<file path="src/ctpc_pkg.sv">
`default_nettype none
package ctpc_pkg;
    // ------------------------------------------------------------
    // Register indices (byte address is four times the index)
    // ------------------------------------------------------------
    localparam logic [7:0] IDX_BASE       = 8'h36;
    localparam logic [7:0] IDX_CLOCK_PATH = 8'h36;
    localparam logic [7:0] IDX_PHASE_LO   = 8'h37;
    localparam logic [7:0] IDX_PHASE_HI   = 8'h38;
    localparam logic [7:0] IDX_GAIN       = 8'h39;
    localparam logic [7:0] IDX_FILTER     = 8'h3B;
    localparam logic [7:0] IDX_CLAMP      = 8'h3D;
    localparam logic [7:0] IDX_AUX        = 8'h3E;
    localparam logic [7:0] IDX_STATUS     = 8'h3F;
    localparam int         NSLOT          = 16;
    localparam logic [3:0] SLOT_CLOCK     = 4'h0;
    localparam logic [3:0] SLOT_PHASE_LO  = 4'h1;
    localparam logic [3:0] SLOT_PHASE_HI  = 4'h2;
    localparam logic [3:0] SLOT_GAIN      = 4'h3;
    localparam logic [3:0] SLOT_FILTER    = 4'h5;
    localparam logic [3:0] SLOT_CLAMP     = 4'h7;
    localparam logic [3:0] SLOT_AUX       = 4'h8;
    localparam logic [3:0] SLOT_STATUS    = 4'h9;
    localparam logic [15:0] RESET_VALUE   = 16'h0000;
    // ------------------------------------------------------------
    // Writable bits per slot, zero for unmapped slots
    // ------------------------------------------------------------
    localparam logic [15:0] WMASK [NSLOT] = '{
        16'h0F7F, 16'hFFFF, 16'hFFFF, 16'hFFFF, 16'h0000, 16'h03FC, 16'h0000, 16'hE000,
        16'h000F, 16'h0000, 16'h0000, 16'h0000, 16'h0000, 16'h0000, 16'h0000, 16'h0000};
    // ------------------------------------------------------------
    // Field positions
    // ------------------------------------------------------------
    localparam int CLK_TYPE_BIT  = 6;
    localparam int PATH_BIT      = 8;
    localparam int SUM_DIS_BIT   = 9;
    localparam int MULT_LSB      = 10;
    localparam int HPF_LSB       = 2;
    localparam int ATT_LSB       = 4;
    localparam int ATT_EN_BIT    = 7;
    localparam int SUM_PDN_BIT   = 8;
    localparam int TEST_BIT      = 9;
    localparam int V2I_BIT       = 13;
    localparam int LPF_BIT       = 14;
    localparam int FS_CLAMP_BIT  = 15;
    localparam int AUX_GAIN_EN   = 0;
    localparam int AUX_PDN_BIT   = 1;
    localparam int AUX_GAIN_LSB  = 2;
    localparam logic [1:0] GAIN_24DB   = 2'h1;
    localparam logic [1:0] RESP_OKAY   = 2'h0;
    localparam logic [1:0] RESP_SLVERR = 2'h2;
    // ------------------------------------------------------------
    // Types
    // ------------------------------------------------------------
    typedef enum logic [1:0] {MULT_16X, MULT_8X, MULT_4X, MULT_1X} ctpc_mult_t;
    typedef enum logic {PATH_IMAGING, PATH_CW} ctpc_path_t;
    typedef struct packed {
        logic        single_rate_clock_input_type;
        ctpc_path_t  path_select;
        logic        summing_amplifier_on;
        ctpc_mult_t  clock_multiplier_mode;
        logic [31:0] channel_mixer_phase;
        logic [15:0] channel_input_gain;
        logic [1:0]  input_highpass_corner;
        logic        digital_atten_enable;
        logic [2:0]  digital_atten_step;
        logic        gain_stage_test_route;
        logic        converter_input_clamp;
        logic        narrow_lowpass_enable;
        logic [7:0]  minus6_fullscale_clamp;
        logic        atten_and_gain_powerdown;
    } ctpc_cfg_t;
endpackage : ctpc_pkg
`default_nettype wire

</file>
<file path="src/ctpc_regs.sv">
// Behaviour
// bit 6 of clock/path register picks CMOS (0) or differential (1) clock.
// bit 8 picks imaging (0) or CW (1); CW leaves gain stages powered.
// bit 9 high disables summing amplifier, effective only in CW mode.
// bits 11:10 pick 16x, 8x, 4x or 1x clock multiplier mode.
// eight 4-bit mixer phase fields, channels 1-4 then 5-8, ascending.
// 2-bit per-channel gain fields, channel 1 lowest; need individual enable.
// filter register bits 3:2 pick the input high-pass corner.
// attenuator applies N x 6 dB when enabled, otherwise disabled.
// bit 8 powers summing amplifier down, only in imaging test mode.
// bit 9 routes gain-stage outputs onto CW outputs.
// clamp register bit 13 enables converter input clamp.
// bit 14 enables narrow low-pass; software sets main filter field.
// bit 15 enables minus 6 dBFS clamp, valid only at 24 dB gain.
// individual gain enable low means common gain applies to all channels.
// separate power-down bit shuts attenuator and gain stage.
// software writes zero to all reserved bits.
// registers 16 bits, reset to zero, hold last written value.
//
// The AXI4-Lite register port is this design's own decision.
`timescale 1ns/1ps
`default_nettype none
module ctpc_regs #(
    parameter int AW = 12
) (
    // Clock and reset
    input  wire logic                  aclk,
    input  wire logic                  aresetn,
    // Write address
    input  wire logic [AW-1:0]         awaddr,
    input  wire logic [2:0]            awprot,
    input  wire logic                  awvalid,
    output logic                       awready,
    // Write data
    input  wire logic [31:0]           wdata,
    input  wire logic [3:0]            wstrb,
    input  wire logic                  wvalid,
    output logic                       wready,
    // Write response
    output logic [1:0]                 bresp,
    output logic                       bvalid,
    input  wire logic                  bready,
    // Read address
    input  wire logic [AW-1:0]         araddr,
    input  wire logic [2:0]            arprot,
    input  wire logic                  arvalid,
    output logic                       arready,
    // Read data
    output logic [31:0]                rdata,
    output logic [1:0]                 rresp,
    output logic                       rvalid,
    input  wire logic                  rready,
    // Analog path controls
    output var ctpc_pkg::ctpc_cfg_t    cfg_q
);
    // ------------------------------------------------------------
    // Bus state
    // ------------------------------------------------------------
    logic [AW-1:0] awaddr_q;
    logic [15:0]   wdata_q;
    logic [1:0]    wstrb_q;
    logic          aw_full_q;
    logic          w_full_q;
    logic          awready_q;
    logic          wready_q;
    logic          bvalid_q;
    logic [1:0]    bresp_q;
    logic          arready_q;
    logic          rvalid_q;
    logic [31:0]   rdata_q;
    logic [1:0]    rresp_q;
    logic [15:0]   regs_q [ctpc_pkg::NSLOT];

    assign awready = awready_q;
    assign wready  = wready_q;
    assign bvalid  = bvalid_q;
    assign bresp   = bresp_q;
    assign arready = arready_q;
    assign rvalid  = rvalid_q;
    assign rdata   = rdata_q;
    assign rresp   = rresp_q;

    // ------------------------------------------------------------
    // Write channel handshakes
    // ------------------------------------------------------------
    wire aw_take   = awvalid & awready_q;
    wire w_take    = wvalid & wready_q;
    wire wr_fire   = aw_full_q & w_full_q & ~bvalid_q;
    wire aw_full_d = aw_take | (aw_full_q & ~wr_fire);
    wire w_full_d  = w_take | (w_full_q & ~wr_fire);
    wire bvalid_d  = wr_fire | (bvalid_q & ~bready);

    wire [AW-1:0] awaddr_d = aw_take ? awaddr : awaddr_q;
    wire [15:0]   wdata_d  = w_take ? wdata[15:0] : wdata_q;
    wire [1:0]    wstrb_d  = w_take ? wstrb[1:0] : wstrb_q;

    // ------------------------------------------------------------
    // Address decode
    // ------------------------------------------------------------
    wire [7:0] wr_idx  = awaddr_q[9:2];
    wire [7:0] wr_diff = wr_idx - ctpc_pkg::IDX_BASE;
    wire [3:0] wr_slot = wr_diff[3:0];
    wire       wr_in   = (awaddr_q[AW-1:10] == '0) && (wr_idx >= ctpc_pkg::IDX_BASE)
                         && (wr_diff < 8'h10);
    wire       wr_map  = wr_in && (ctpc_pkg::WMASK[wr_slot] != 16'h0000);
    wire [15:0] wr_bm  = {{8{wstrb_q[1]}}, {8{wstrb_q[0]}}} & ctpc_pkg::WMASK[wr_slot];
    wire [1:0] bresp_d = wr_fire ? (wr_map ? ctpc_pkg::RESP_OKAY : ctpc_pkg::RESP_SLVERR)
                                 : bresp_q;

    wire [7:0] rd_idx  = araddr[9:2];
    wire [7:0] rd_diff = rd_idx - ctpc_pkg::IDX_BASE;
    wire [3:0] rd_slot = rd_diff[3:0];
    wire       rd_in   = (araddr[AW-1:10] == '0) && (rd_idx >= ctpc_pkg::IDX_BASE)
                         && (rd_diff < 8'h10);
    wire       rd_stat = rd_in && (rd_slot == ctpc_pkg::SLOT_STATUS);
    wire       rd_map  = rd_stat || (rd_in && (ctpc_pkg::WMASK[rd_slot] != 16'h0000));

    // ------------------------------------------------------------
    // Read channel
    // ------------------------------------------------------------
    wire        ar_take  = arvalid & arready_q;
    wire        rvalid_d = ar_take | (rvalid_q & ~rready);
    wire [15:0] stat_val = {10'h000, cfg_q.atten_and_gain_powerdown,
                            cfg_q.digital_atten_step, cfg_q.summing_amplifier_on,
                            cfg_q.path_select == ctpc_pkg::PATH_CW};
    wire [15:0] rd_val   = !rd_map ? 16'h0000 : (rd_stat ? stat_val : regs_q[rd_slot]);
    wire [31:0] rdata_d  = ar_take ? {16'h0000, rd_val} : rdata_q;
    wire [1:0]  rresp_d  = ar_take ? (rd_map ? ctpc_pkg::RESP_OKAY : ctpc_pkg::RESP_SLVERR)
                                   : rresp_q;

    always_ff @(posedge aclk) begin
        if (!aresetn) begin
            aw_full_q <= 1'b0;
            w_full_q  <= 1'b0;
            awready_q <= 1'b0;
            wready_q  <= 1'b0;
            bvalid_q  <= 1'b0;
            bresp_q   <= ctpc_pkg::RESP_OKAY;
            awaddr_q  <= '0;
            wdata_q   <= 16'h0000;
            wstrb_q   <= 2'h0;
            arready_q <= 1'b0;
            rvalid_q  <= 1'b0;
            rdata_q   <= 32'h00000000;
            rresp_q   <= ctpc_pkg::RESP_OKAY;
        end else begin
            aw_full_q <= aw_full_d;
            w_full_q  <= w_full_d;
            awready_q <= ~aw_full_d;
            wready_q  <= ~w_full_d;
            bvalid_q  <= bvalid_d;
            bresp_q   <= bresp_d;
            awaddr_q  <= awaddr_d;
            wdata_q   <= wdata_d;
            wstrb_q   <= wstrb_d;
            arready_q <= ~rvalid_d;
            rvalid_q  <= rvalid_d;
            rdata_q   <= rdata_d;
            rresp_q   <= rresp_d;
        end
    end

    // ------------------------------------------------------------
    // Register storage
    // ------------------------------------------------------------
    for (genvar i = 0; i < ctpc_pkg::NSLOT; i++) begin : g_reg
        wire        hit   = wr_fire && wr_map && (wr_slot == 4'(i));
        wire [15:0] value = hit ? ((regs_q[i] & ~wr_bm) | (wdata_q & wr_bm)) : regs_q[i];
        always_ff @(posedge aclk) begin
            if (!aresetn) begin
                regs_q[i] <= ctpc_pkg::RESET_VALUE;
            end else begin
                regs_q[i] <= value;
            end
        end
    end

    // ------------------------------------------------------------
    // Decoded controls
    // ------------------------------------------------------------
    wire [15:0] r_clk  = regs_q[ctpc_pkg::SLOT_CLOCK];
    wire [15:0] r_plo  = regs_q[ctpc_pkg::SLOT_PHASE_LO];
    wire [15:0] r_phi  = regs_q[ctpc_pkg::SLOT_PHASE_HI];
    wire [15:0] r_gain = regs_q[ctpc_pkg::SLOT_GAIN];
    wire [15:0] r_filt = regs_q[ctpc_pkg::SLOT_FILTER];
    wire [15:0] r_clmp = regs_q[ctpc_pkg::SLOT_CLAMP];
    wire [15:0] r_aux  = regs_q[ctpc_pkg::SLOT_AUX];

    wire       is_cw    = r_clk[ctpc_pkg::PATH_BIT];
    wire       test_rt  = r_filt[ctpc_pkg::TEST_BIT];
    wire       sum_on   = is_cw ? ~r_clk[ctpc_pkg::SUM_DIS_BIT]
                                : (test_rt & ~r_filt[ctpc_pkg::SUM_PDN_BIT]);
    wire       gain_en  = r_aux[ctpc_pkg::AUX_GAIN_EN];
    wire [1:0] gain_com = r_aux[ctpc_pkg::AUX_GAIN_LSB +: 2];
    wire       att_en   = r_filt[ctpc_pkg::ATT_EN_BIT];
    wire [2:0] att_step = att_en ? r_filt[ctpc_pkg::ATT_LSB +: 3] : 3'h0;
    wire       fs_clamp = r_clmp[ctpc_pkg::FS_CLAMP_BIT];
    wire [15:0] gain_d;
    wire [7:0]  clamp_d;

    for (genvar c = 0; c < 8; c++) begin : g_ch
        assign gain_d[2*c +: 2] = gain_en ? r_gain[2*c +: 2] : gain_com;
        assign clamp_d[c] = fs_clamp && (gain_d[2*c +: 2] == ctpc_pkg::GAIN_24DB);
    end

    ctpc_pkg::ctpc_cfg_t cfg_d;
    always_comb begin
        cfg_d = '0;
        cfg_d.single_rate_clock_input_type = r_clk[ctpc_pkg::CLK_TYPE_BIT];
        cfg_d.path_select = is_cw ? ctpc_pkg::PATH_CW : ctpc_pkg::PATH_IMAGING;
        cfg_d.summing_amplifier_on = sum_on;
        cfg_d.clock_multiplier_mode = ctpc_pkg::ctpc_mult_t'(r_clk[ctpc_pkg::MULT_LSB +: 2]);
        cfg_d.channel_mixer_phase = {r_phi, r_plo};
        cfg_d.channel_input_gain = gain_d;
        cfg_d.input_highpass_corner = r_filt[ctpc_pkg::HPF_LSB +: 2];
        cfg_d.digital_atten_enable = att_en;
        cfg_d.digital_atten_step = att_step;
        cfg_d.gain_stage_test_route = test_rt;
        cfg_d.converter_input_clamp = r_clmp[ctpc_pkg::V2I_BIT];
        cfg_d.narrow_lowpass_enable = r_clmp[ctpc_pkg::LPF_BIT];
        cfg_d.minus6_fullscale_clamp = clamp_d;
        cfg_d.atten_and_gain_powerdown = r_aux[ctpc_pkg::AUX_PDN_BIT];
    end

    always_ff @(posedge aclk) begin
        if (!aresetn) begin
            cfg_q <= '0;
        end else begin
            cfg_q <= cfg_d;
        end
    end
endmodule : ctpc_regs
`default_nettype wire

</file>
<file path="config.mk">
export PLATFORM = sky130hd
export DESIGN_NAME = ctpc_regs
export DESIGN_NICKNAME = d
export VERILOG_FILES = /design/src/ctpc_pkg.sv /design/src/ctpc_regs.sv
export SDC_FILE = /design/constraint.sdc
export NUM_CORES = 1
export LEC_CHECK = 0
export BUFFER_PORTS_ARGS = -buffer_cell sky130_fd_sc_hd__buf_2
export CORE_UTILIZATION = 60
export CTS_CLUSTER_SIZE = 16
export DETAILED_ROUTE_END_ITERATION = 8
export PLACE_DENSITY_LB_ADDON = 0.25
export SLEW_MARGIN = 5
export SYNTH_ARGS = -nofsm -noshare
export SYNTH_HDL_FRONTEND = slang
export SYNTH_SLANG_ARGS = --single-unit
</file>
<file path="constraint.sdc">
create_clock -name aclk -period 3.2 [get_ports aclk]
set_input_delay 0.64 -clock aclk [delete_from_list [all_inputs] [get_ports aclk]]
set_output_delay 0.64 -clock aclk [all_outputs]
set_load 0.005 [all_outputs]
</file>
# After elaboration in Yosys (flattened, before gate mapping)
# Memory sizes are Yosys's and may differ from the RTL's. A register that Yosys moved wholly into a read port is not among the register bits.
# Index checks and enable logic that the tools add are counted.
# Widths: inputs -> output; s select.
classes:
  add_sub_neg: 2
  magnitude_cmp: 6
  eq_ne: 24
  muxes: 52
  bitwise: 76
  reduce_logical: 41
op_table:
  columns: ["cell", "n"]
  rows:
  - ["$mux 16", 38]
  - ["$and 16x16->16", 18]
  - ["$or 16x16->16", 16]
  - ["$eq 4x4->1 const B", 9]
  - ["$logic_and 1x1->1", 32]
  - ["$reduce_bool 16->1", 2]
  - ["$mux 2", 10]
  - ["$or 1x1->1", 20]
  - ["$eq 2x1->1 const B", 8]
  - ["$eq 4x3->1 const B", 4]
  - ["$ge 8x6->1 const B", 2]
  - ["$lt 8x5->1 const B", 2]
  - ["$not 16->16", 1]
  - ["$sub 8x6->8 const B", 2]
  - ["$and 1x1->1", 10]
  - ["$ge 5x5->1 const B", 2]
  - ["$not 4->5", 2]
  - ["$not 1->1", 9]
  - ["$eq 4x2->1 const B", 2]
  - ["$eq 4x1->1 const B", 1]
  - ["$logic_not 2->1", 2]
  - ["$logic_not 4->1", 1]
  - ["$mux 1", 4]
  - ["$logic_not 1->1", 2]
  - ["2 further kinds", 2]
word_totals:
  ff_bits: 96
  ram_bits: 256
  romBits: 512
  in_bits: 73
  out_inout_bits: 112
  elab_cells: 230
  n_memories: 3
mem_list:
  columns: ["name", "depth", "width", "rd", "rd_ports_with_merged_regs", "write_ports", "line_no", "rtl"]
  rows:
  - ["(no name shown)", 16, 16, 1, 0, 0, "ctpc_regs.sv:116", "wire rd_map = rd_stat || (rd_in && (ctpc_pkg::WMASK[rd_slot] != 16'h0000));"]
  - ["(no name shown)", 16, 16, 1, 0, 0, "ctpc_regs.sv:106", "wire [15:0] wr_bm = {{8{wstrb_q[1]}}, {8{wstrb_q[0]}}} & ctpc_pkg::WMASK[wr_slot];"]
  - ["regs_q", 16, 16, 19, 2, 16, "ctpc_regs.sv:72", "logic [15:0] regs_q [ctpc_pkg::NSLOT];"]

# Longest topological paths before layout
# Gate-level depths: netlist of run 1.
logic_depth:
  word_depth: 11
  mapped_depth: 8

# Least setup slack after synthesis of run 1
# OpenSTA, ideal clock, no wires.
synth_timing:
  path_type: "input port to flip-flop"
  start: "input araddr[3]"
  end: "register rdata_q[10] (netlist: rdata[10])"
  setup_time_ps: 76
  t_arrival_ps: 2216
  slack_ps: 908
  stages: 7
  path_cell_list: "ha_1 -> inv_1 -> clkbuf_1 -> o21ai_0 -> a221oi_2 -> nand3_1 -> o21ai_0"
synth_between:
  elab_chain_len: 9
  word_cells_on_any_way: 17
  cone_classes: "1 x add/sub; 2 x order compare; 1 x eq/ne; 4 x mux; 1 x bitwise; 6 x reduce/logical; 2 x memory"
synth_lines:
  columns: ["item", "line_no", "rtl"]
  rows:
  - ["start, declared", "ctpc_regs.sv:44", "input wire logic [AW-1:0] araddr,"]
  - ["$sub 8x6->8", "ctpc_regs.sv:111", "wire [7:0] rd_diff = rd_idx - ctpc_pkg::IDX_BASE;"]
  - ["$not 4->5 (not written as such)", "ctpc_regs.sv:116", null]
  - ["$mem_v2 16x16", null, null]
  - ["$mux 16 (not written as such) (2 in a row)", "ctpc_regs.sv:116", null]
  - ["$reduce_bool 16->1", "ctpc_regs.sv:116", null]
  - ["$logic_and 1x1->1", "ctpc_regs.sv:116", null]
  - ["$logic_or 1x1->1", "ctpc_regs.sv:116", null]
  - ["$mux 16 *", "ctpc_regs.sv:126", "wire [15:0] rd_val = !rd_map ? 16'h0000 : (rd_stat ? stat_val : regs_q[rd_slot]);"]
  - ["end signal, assigned", "ctpc_regs.sv:158", "rdata_q <= rdata_d;"]
  - ["end, declared", "ctpc_regs.sv:70", "logic [31:0] rdata_q;"]
# Every way passes the cells marked *; elsewhere a longest branch is shown, timed or not. The select of a mux whose other input is x is not followed.
# A chain may end at the register's enable or synchronous reset.

==> results of run 1 <==
-- per-layer routing --
layer  wire [µm]  global-route usage, %  vias up
met5          10                      0        -
met4         620                  7.330        2
met3        1836                  5.333       53
met2       13420                  38.12      271
met1       13970                  35.56     4514
li1            -                      -     4587
-- cells in the final DEF, fill, tap and decap left out, types with 3 or more instances in the layout --
cell type	n
nand2_1	162
o21ai_0	33
nand3b_1	3
clkbuf_8	6
o31ai_1	8
clkbuf_1	7
mux2i_1	71
inv_1	24
o2111ai_4	3
a211oi_1	3
buf_2	136
a22oi_1	10
conb_1	18
dfxtp_1	380
nor2b_1	41
and3_1	24
mux4_2	64
a21boi_0	38
clkbuf_16	37
nand4_1	5
nand3_1	40
nor2_1	17
clkinv_2	9
buf_12	4
a2111oi_2	3
buf_4	14
nand2b_1	8
a21oi_1	12
and2_1	207
-- metrics by stage --
stage	util, %	hold slack [ns]	power (W)	area, µm²	setup slack [ns]
2_1_floorplan	-	0.4217	0.005154	14290	0.9082
3_3_place_gp	65.86	0.4364	0.005249	15090	0.4749
3_5_place_dp	65.86	0.4387	0.005255	15090	0.4231
4_1_cts	70.61	0.3748	0.009190	16180	0.4727
5_1_grt	70.61	0.3838	0.009438	16180	0.3208
6_report	70.63	0.3857	0.009118	16180	0.4572
-- power by group through the flow --
stage	Sequential [W]	Combinational, W	Clock, W
2_1_floorplan	0.00488	0.000277	0
3_3_place_gp	0.00488	0.000364	0
3_5_place_dp	0.00489	0.000369	0
4_1_cts	0.00478	0.000371	0.00404
5_1_grt	0.00478	0.000407	0.00425
6_report	0.00478	0.000368	0.00397
-- logic make-up (layout without fill, tap and decap cells) --
group / after synthesis / after routing / synth area share, %
xor+xnor: 4 / 4 / 0.2464
simple gates: 525 / 525 / 20.13
mux: 135 / 135 / 15.13
compound gates: 126 / 126 / 6.819
flops: 380 / 380 / 53.49
other cells: 1 / 19 / 0.02637
fa+ha+maj: 2 / 2 / 0.1759
buf+inv: 121 / 239 / 3.977
-- critical path, stage by stage, from the launching register on --
cell	delay (ns)
dfxtp_1	0.41
ha_1	0.34
o21ai_2	0.22
o2111a_1	0.57
o221ai_1	0.43
nor2_1	0.46
mux2i_1	0.23
-- worst max-delay path by stage --
stage	depth (start not counted)	slack [ns]	to	from
finish	6	0.46	register	awaddr_q[3]
global route	6	0.32	register	awaddr_q[3]
CTS	6	0.47	register	awaddr_q[3]
detailed placement	7	0.42	rdata[13]	araddr[3]
global placement	7	0.47	rdata[13]	araddr[3]
floorplan	7	0.91	rdata[10]	araddr[3]
-- final cells by class --
class / count / area (µm²) / area share, %
Clock buffer: 50 / 1035 / 6.393
Inverter: 24 / 90.09 / 0.5566
Antenna cell: 1 / 2.502 / 0.01546
Sequential cell: 380 / 7607 / 47.00
Multi-Input combinational cell: 810 / 6127 / 37.86
Clock inverter: 10 / 53.80 / 0.3324
Timing Repair Buffer: 155 / 877.1 / 5.419
Tap cell: 313 / 391.6 / 2.420
==> flow_metrics.tcl, run 1 <==
set metrics [dict create \
    route.detailed.drc 0 \
    fin_nets 1483 \
    p_sw_share_pct 21.72 \
    dp_hpwl_um 20250 \
    power_switching_w 0.001981 \
    async_flop_share_pct 0 \
    drt_iter0_markers 587 \
    synth_edf_count 0 \
    clk_latency_ns 0.51 \
    setup-violations-final 0 \
    antenna_found_initial 2 \
    worstPathArrival_ns 3.17 \
    placed_cells 1682 \
    cp-start-kind "register" \
    yosysWarnings 0 \
    die_y_um 156.0 \
    htreeDepth 2 \
    hold_path_class "primary input to register" \
    cap_viol_max_count 0 \
    cts_tree "done" \
    avgViaCountPerCell 5.408 \
    yosys-top-cells-area "dfxtp_1, mux4_2, and2_1" \
    finalClockSkew_ns 0.01466 \
    reg2reg_from "awaddr_q[3]" \
    post-route-period-util_pct 85.71 \
    hold_viol 0 \
    rrSetupSlack_ns 0.46 \
    syn_area_mm2 0.01422 \
    syn-mean-instance-area_um2 10.99 \
    hold_depth 3 \
    rows 55 \
    fmax_mhz 364.6 \
    p_seq_share_pct 52.4 \
    yosys.area.top_type "dfxtp_1" \
    drtAntennaViolNets 0 \
    ys_ff_latch 380 \
    finalWirelength_um 29860 \
    rsz0062_at_grt "false" \
    clk_path_buf_depth 3 \
    p_leak_nw 6.732 \
    synth_ff_type "dfxtp_1" \
    maxSlewHeadroom_pct 35.38 \
    pwr-share-clk_pct 43.5 \
    io_buffer_count 138 \
    r2r_cells 6 \
    fin_cells 1743 \
    p_per_area_mw_per_mm2 563.4 \
    power_frac_comb_pct 4.0 \
    layout-drive-gt1-share_pct 20.78 \
    maxSlewViolCount 0 \
    cts_buffers 37 \
    synthToLayoutAreaGrowth_pct 13.80 \
    cts_setup_buffers 0 \
    wl_per_cell_um 17.13 \
    worst_pin_slew_ns 0.9657 \
    path_class "register to register" \
    io_pins 185 \
    fill_cells 1632 \
    clkTransAtPathRegs_ns 0.06 \
    ys_seq_area_share_pct 53.49 \
    holdBufCountCts 0 \
    worstHoldStart "wdata[8]" \
    dr.pass1.iters 5 \
    fp.dieW_um 156.0 \
    cts_sinks 380 \
    grt_pass1_wl_um 47780 \
    cp.required_ns 3.63 \
    cts_root_buf "clkbuf_16" \
    grt_pass1_vias 9076 \
    syn_inst 1294 \
    overflow 0 \
    ir_drop_mv 0.4190 \
    grt_max_degree 75 \
    worst_setup_path_end_kind "register" \
    start_util_pct 62.06 \
    min_to "wdata_q[8]" \
    cell_internal_pwr_w 0.007137 \
    dieArea_mm2 0.02432 \
    yosysMostFrequentCell "dfxtp_1" \
    gp_congestion 0.8237 \
    core-area_mm2 0.02292 \
    period_needed_ns 2.743 \
    synth.distinct_cells 57 \
    post_cts_resized 0 \
    grt_usage_pct 24.93 \
    vias 9427 \
    synth.top_cells.by_count "dfxtp_1, and2_1, nand2_1" \
    status "complete, no violations" \
    path_max_fanout 11 \
    setup-tns-final_ns 0 \
    synth_top_cell_area_share_pct 53.49 \
]
Note: power is estimated with default switching activity, not from simulation.
==> run 2, diff against run 1 <==
--- a/config.mk
+++ b/config.mk
@@ -6,7 +6,7 @@
 export NUM_CORES = 1
 export LEC_CHECK = 0
 export BUFFER_PORTS_ARGS = -buffer_cell sky130_fd_sc_hd__buf_2
-export CORE_UTILIZATION = 60
+export CORE_UTILIZATION = 57
 export CTS_CLUSTER_SIZE = 16
 export DETAILED_ROUTE_END_ITERATION = 8
 export PLACE_DENSITY_LB_ADDON = 0.25
==> constraint.sdc (replaced) <==
create_clock -name aclk -period 2.85 [get_ports aclk]
set_input_delay 0.57 -clock aclk [delete_from_list [all_inputs] [get_ports aclk]]
set_output_delay 0.57 -clock aclk [all_outputs]
set_load 0.005 [all_outputs]
==> run 2 against run 1 <==
Compared with the run above: wire length rose by 2.5%; core utilization fell by 3.1 points; worst setup slack worse by 0.23 ns; largest cell class unchanged.
==> flow_metrics.tcl, run 2 (synthesized netlist as in run 1, its figures left out) <==
set metrics [dict create \
    die_y_um 160.0 \
    p_leak_nw 6.863 \
    hold_viol 0 \
    post-route-period-util_pct 92.02 \
    dp_hpwl_um 20890 \
    wl_per_cell_um 17.28 \
    setup-tns-final_ns 0 \
    fmax_mhz 381.3 \
    stdcell_area_mm2 0.01646 \
    overflow 0 \
    clk_path_buf_depth 3 \
    grt_max_degree 91 \
    cts_root_buf "clkbuf_16" \
    io_pins 185 \
    maxSlewViolCount 0 \
    avgViaCountPerCell 5.336 \
    worstPathArrival_ns 3.06 \
    ir_drop_mv 0.4717 \
    setup-violations-final 0 \
    status "complete, no violations" \
    dr.pass1.iters 5 \
    finalClockSkew_ns 0.008359 \
    post_dp_cell_area_mm2 0.01517 \
    clkTransAtPathRegs_ns 0.06 \
    antenna_found_initial 0 \
    worst_setup_path_end_kind "register" \
    grt_pass1_vias 9477 \
    drtAntennaViolNets 0 \
    post_cts_resized 0 \
    rsz0062_at_grt "false" \
    vias 9444 \
    htreeDepth 2 \
    io_buffer_count 138 \
    power.total_w 0.01082 \
    fin_nets 1493 \
    hold_path_class "primary input to register" \
    cts_buffers 38 \
    rows 57 \
    gp_congestion 0.8066 \
    synthToLayoutAreaGrowth_pct 15.75 \
    path_class "register to register" \
    period_needed_ns 2.623 \
    cap_viol_max_count 0 \
    p_per_area_mw_per_mm2 657.3 \
    cp.required_ns 3.29 \
    cts_sinks 380 \
    maxSlewHeadroom_pct 48.47 \
    grt_usage_pct 24.42 \
    grt_pass1_wl_um 49970 \
    holdBufCountCts 0 \
    cts_tree "done" \
    layout-drive-gt1-share_pct 21.85 \
    cp_cell_sequence "ha_1 -> nand2b_1 -> a2111oi_2 -> o221ai_4 -> nor2_2 -> mux2i_1" \
    worst_pin_slew_ns 0.7719 \
    path_max_fanout 16 \
    antenna_cells 0 \
    drt_iter0_markers 606 \
    cts_setup_buffers 0 \
    cp-start-kind "register" \
    start_util_pct 58.31 \
    dieArea_mm2 0.02559 \
    finalWirelength_um 30590 \
    max_stage_delay_ns 0.55 \
    fill_cells 1898 \
    core-area_mm2 0.02439 \
    clk_latency_ns 0.51 \
    worst_path_max_delay_cell "dfxtp_1" \
    final_common_cell "dfxtp_1" \
    route.detailed.drc 0 \
    layout_common_cells "dfxtp_1, and2_1, nand2_1" \
    fp.dieW_um 160.0 \
]
-- run 2: changes by cell type in the layout (fill, tap and decap cells not counted) --
cell,before,now
clkbuf_8,6,8
clkinvlp_4,0,3
clkbuf_16,37,41
clkinv_2,9,8
bufinv_16,0,2
diode_2,1,0
clkbuf_1,7,5
buf_4,14,23
-- run 2: report_power, final --
part	switching [W]	internal [W]
combinational	0.000273	0.000154
clock	0.00201	0.00301
sequential	0.0000309	0.00534
-- run 2: layout make-up --
cell class,instances,area [µm²],area share [%]
sequential,380,7607,46.21
multi-input combinational,810,6127,37.22
clock buffer,54,1155,7.016
timing repair buffer,164,944.7,5.739
tap,324,405.4,2.463
clock inverter,14,131.4,0.7981
inverter,24,90.09,0.5473
-- run 2: through the flow --
| step | utilization (%) | instances | setup WS, ns | hold slack, ns |
|---|---|---|---|---|
| after floorplan | - | 1311 | 0.6282 | 0.4217 |
| after global placement | 62.21 | 1702 | 0.2104 | 0.4326 |
| after detailed placement | 62.21 | 1702 | 0.1363 | 0.4383 |
| after CTS | 67.49 | 1770 | 0.2463 | 0.2867 |
| after global routing | 67.49 | 1770 | 0.004794 | 0.3009 |
| final | 67.49 | 1770 | 0.2274 | 0.3021 |
-- run 2: layer usage --
metal	vias to the layer above	track usage, %	part of all wire (%)
met5	-	0	0
met4	0	7.489	2.2
met3	53	4.000	5.7
met2	281	38.83	46
met1	4512	34.24	46
li1	4598	-	-
-- run 2: critical path, delay by kind of cell, from the launching register on --
family,cells,cell delay (ns)
AOI/OAI and AO/OA,2,0.79
muxes,1,0.23
adders and majority gates,1,0.38
DFF,1,0.55
and+or+nand+nor,2,0.59
-- run 2: path summary, 6_finish.rpt --
| check | cells past startpoint | slack (ns) | to | start |
|---|---|---|---|---|
| setup / recovery | 6 | 0.23 | register | awaddr_q[3] |
| hold / removal | 3 | 0.30 | wstrb_q[0] | wstrb[0] |
| setup reg to reg | 6 | 0.23 | register | awaddr_q[3] |
| hold reg to reg | 2 | 0.45 | rdata[11] | rdata[11] |
==> run 3, diff against run 2 <==
==> constraint.sdc (replaced) <==
create_clock -name aclk -period 2.85 [get_ports aclk]
set_input_delay 0.1425 -clock aclk [delete_from_list [all_inputs] [get_ports aclk]]
set_output_delay 0.1425 -clock aclk [all_outputs]
set_load 0.005 [all_outputs]
==> run 3 against run 2 <==
Compared with the run above: wire length up 0.72%; global-route usage rose by 0.096 points; critical path depth did not move; combinational power rose by 4.9%; first-iteration DRC count grew 0.66%; register-to-register slack improved by 0.05 ns; fmax grew 1.8%; count of clock-buffer cells in the layout is 4 lower; worst setup slack improved by 0.047 ns; die area unchanged; largest power group unchanged.
==> flow_metrics.tcl, run 3 (synthesized netlist as in run 1, its figures left out) <==
set metrics [dict create \
    status "complete, no violations" \
    hold_path_class "primary input to register" \
    start_util_pct 58.31 \
    cap_viol_max_count 0 \
    fmax_mhz 388.3 \
    final_common_cell "dfxtp_1" \
    rows 57 \
    fp.dieW_um 160.0 \
    drtAntennaViolNets 0 \
    r2r_cells 6 \
    gp_congestion 0.7899 \
    finalClockSkew_ns 0.01753 \
    post_cts_resized 0 \
    grt_max_degree 111 \
    layout_common_cells "dfxtp_1, and2_1, nand2_1" \
    io_buffer_count 138 \
    dp_hpwl_um 20390 \
    grt_pass1_wl_um 50150 \
    maxSlewViolCount 0 \
    reg2reg_from "awaddr_q[3]" \
    path_class "register to register" \
    cts_setup_buffers 0 \
    post-route-period-util_pct 90.36 \
    io_pins 185 \
    cp.required_ns 3.29 \
    grt_pass1_vias 9590 \
    path_max_fanout 16 \
    core-area_mm2 0.02439 \
    antenna_found_initial 0 \
    ir_drop_mv 0.4682 \
    clk_path_buf_depth 3 \
    cts_tree "done" \
    clkTransAtPathRegs_ns 0.06 \
    htreeDepth 2 \
    die_y_um 160.0 \
    vias 9510 \
    grt_usage_pct 24.52 \
    worstPathArrival_ns 3.02 \
    wl_per_cell_um 17.25 \
    antenna_cells 0 \
    cts_sinks 380 \
    setup-violations-final 0 \
    finalWirelength_um 30810 \
    rsz0062_at_grt "false" \
    rrSetupSlack_ns 0.27 \
    fin_nets 1514 \
    hold_depth 3 \
    cp-start-kind "register" \
    route.detailed.drc 0 \
    cts_buffers 37 \
    setup-tns-final_ns 0 \
    critical_path.startpoint "awaddr_q[3]" \
    overflow 0 \
    p_per_area_mw_per_mm2 643.8 \
    avgViaCountPerCell 5.325 \
    layout-drive-gt1-share_pct 20.52 \
    clk_latency_ns 0.53 \
    dr.pass1.iters 5 \
    p_leak_nw 6.898 \
    synthToLayoutAreaGrowth_pct 16.58 \
    maxSlewHeadroom_pct 19.11 \
    worst_setup_path_end_kind "register" \
    fill_cells 1854 \
    worst_pin_slew_ns 1.209 \
    whs_ns 0.01984 \
    hold_viol 0 \
    period_needed_ns 2.575 \
    cts_root_buf "clkbuf_16" \
    drt_iter0_markers 610 \
    dieArea_mm2 0.02559 \
]
-- run 3: critical path, stage by stage (launching register included) --
cell       delay, ns
dfxtp_1         0.54
ha_1            0.37
nand2b_1        0.19
a2111oi_2       0.41
o221ai_4        0.36
nor2_2          0.41
mux2i_1         0.23
-- run 3: per-layer routing --
| layer | routed length (µm) | vias to the layer above | share of wire, % | track usage (%) |
|---|---|---|---|---|
| li1 | - | 4651 | - | - |
| met1 | 14360 | 4573 | 47 | 34.47 |
| met2 | 13970 | 239 | 45 | 38.62 |
| met3 | 1768 | 47 | 5.7 | 4.104 |
| met4 | 717 | 0 | 2.3 | 7.965 |
| met5 | 0 | - | 0 | 0 |
-- run 3: through the flow --
stage	setup slack (ns)	cell area (µm²)	util [%]	cells	total power (W)
final	0.2746	16580	67.97	1786	0.01067
after global routing	0.01841	16580	67.97	1786	0.01102
after CTS	0.2261	16580	67.97	1786	0.01075
after detailed placement	0.2499	15100	61.90	1695	0.005904
after global placement	0.3728	15100	61.90	1695	0.005899
after floorplan	0.7822	14290	-	1311	0.005787
-- run 3: layout make-up --
| class | instances | area (µm²) | share of cell area (%) |
|---|---|---|---|
| clock inverter | 12 | 167.7 | 1.011 |
| timing repair buffer | 186 | 1157 | 6.981 |
| sequential | 380 | 7607 | 45.88 |
| inverter | 24 | 90.09 | 0.5434 |
| tap | 324 | 405.4 | 2.445 |
| multi-input combinational | 810 | 6127 | 36.96 |
| clock buffer | 50 | 1025 | 6.181 |
-- run 3: worst min path at each step --
stage               startpoint           end  slack, ns
CTS                    aresetn      register      0.009
global placement     awaddr[9]   awaddr_q[9]       0.39
finish                  rready       arready       0.02
detailed placement   awaddr[9]   awaddr_q[9]       0.40
global route           aresetn      register       0.03
floorplan           awaddr[10]  awaddr_q[10]       0.29
-- run 3: report_power, final --
| part | leakage (nW) | switching [W] | internal (W) |
|---|---|---|---|
| Combinational | 3.24 | 0.000278 | 0.000170 |
| Sequential | 3.06 | 0.0000320 | 0.00534 |
| Clock | 0.590 | 0.00198 | 0.00288 |
-- run 3: what timing repair did --
action                                  4_1_cts  5_1_grt
endpoints found under the setup margin        0        0
hold endpoints to repair                     29        0
hold buffers                                 29        0
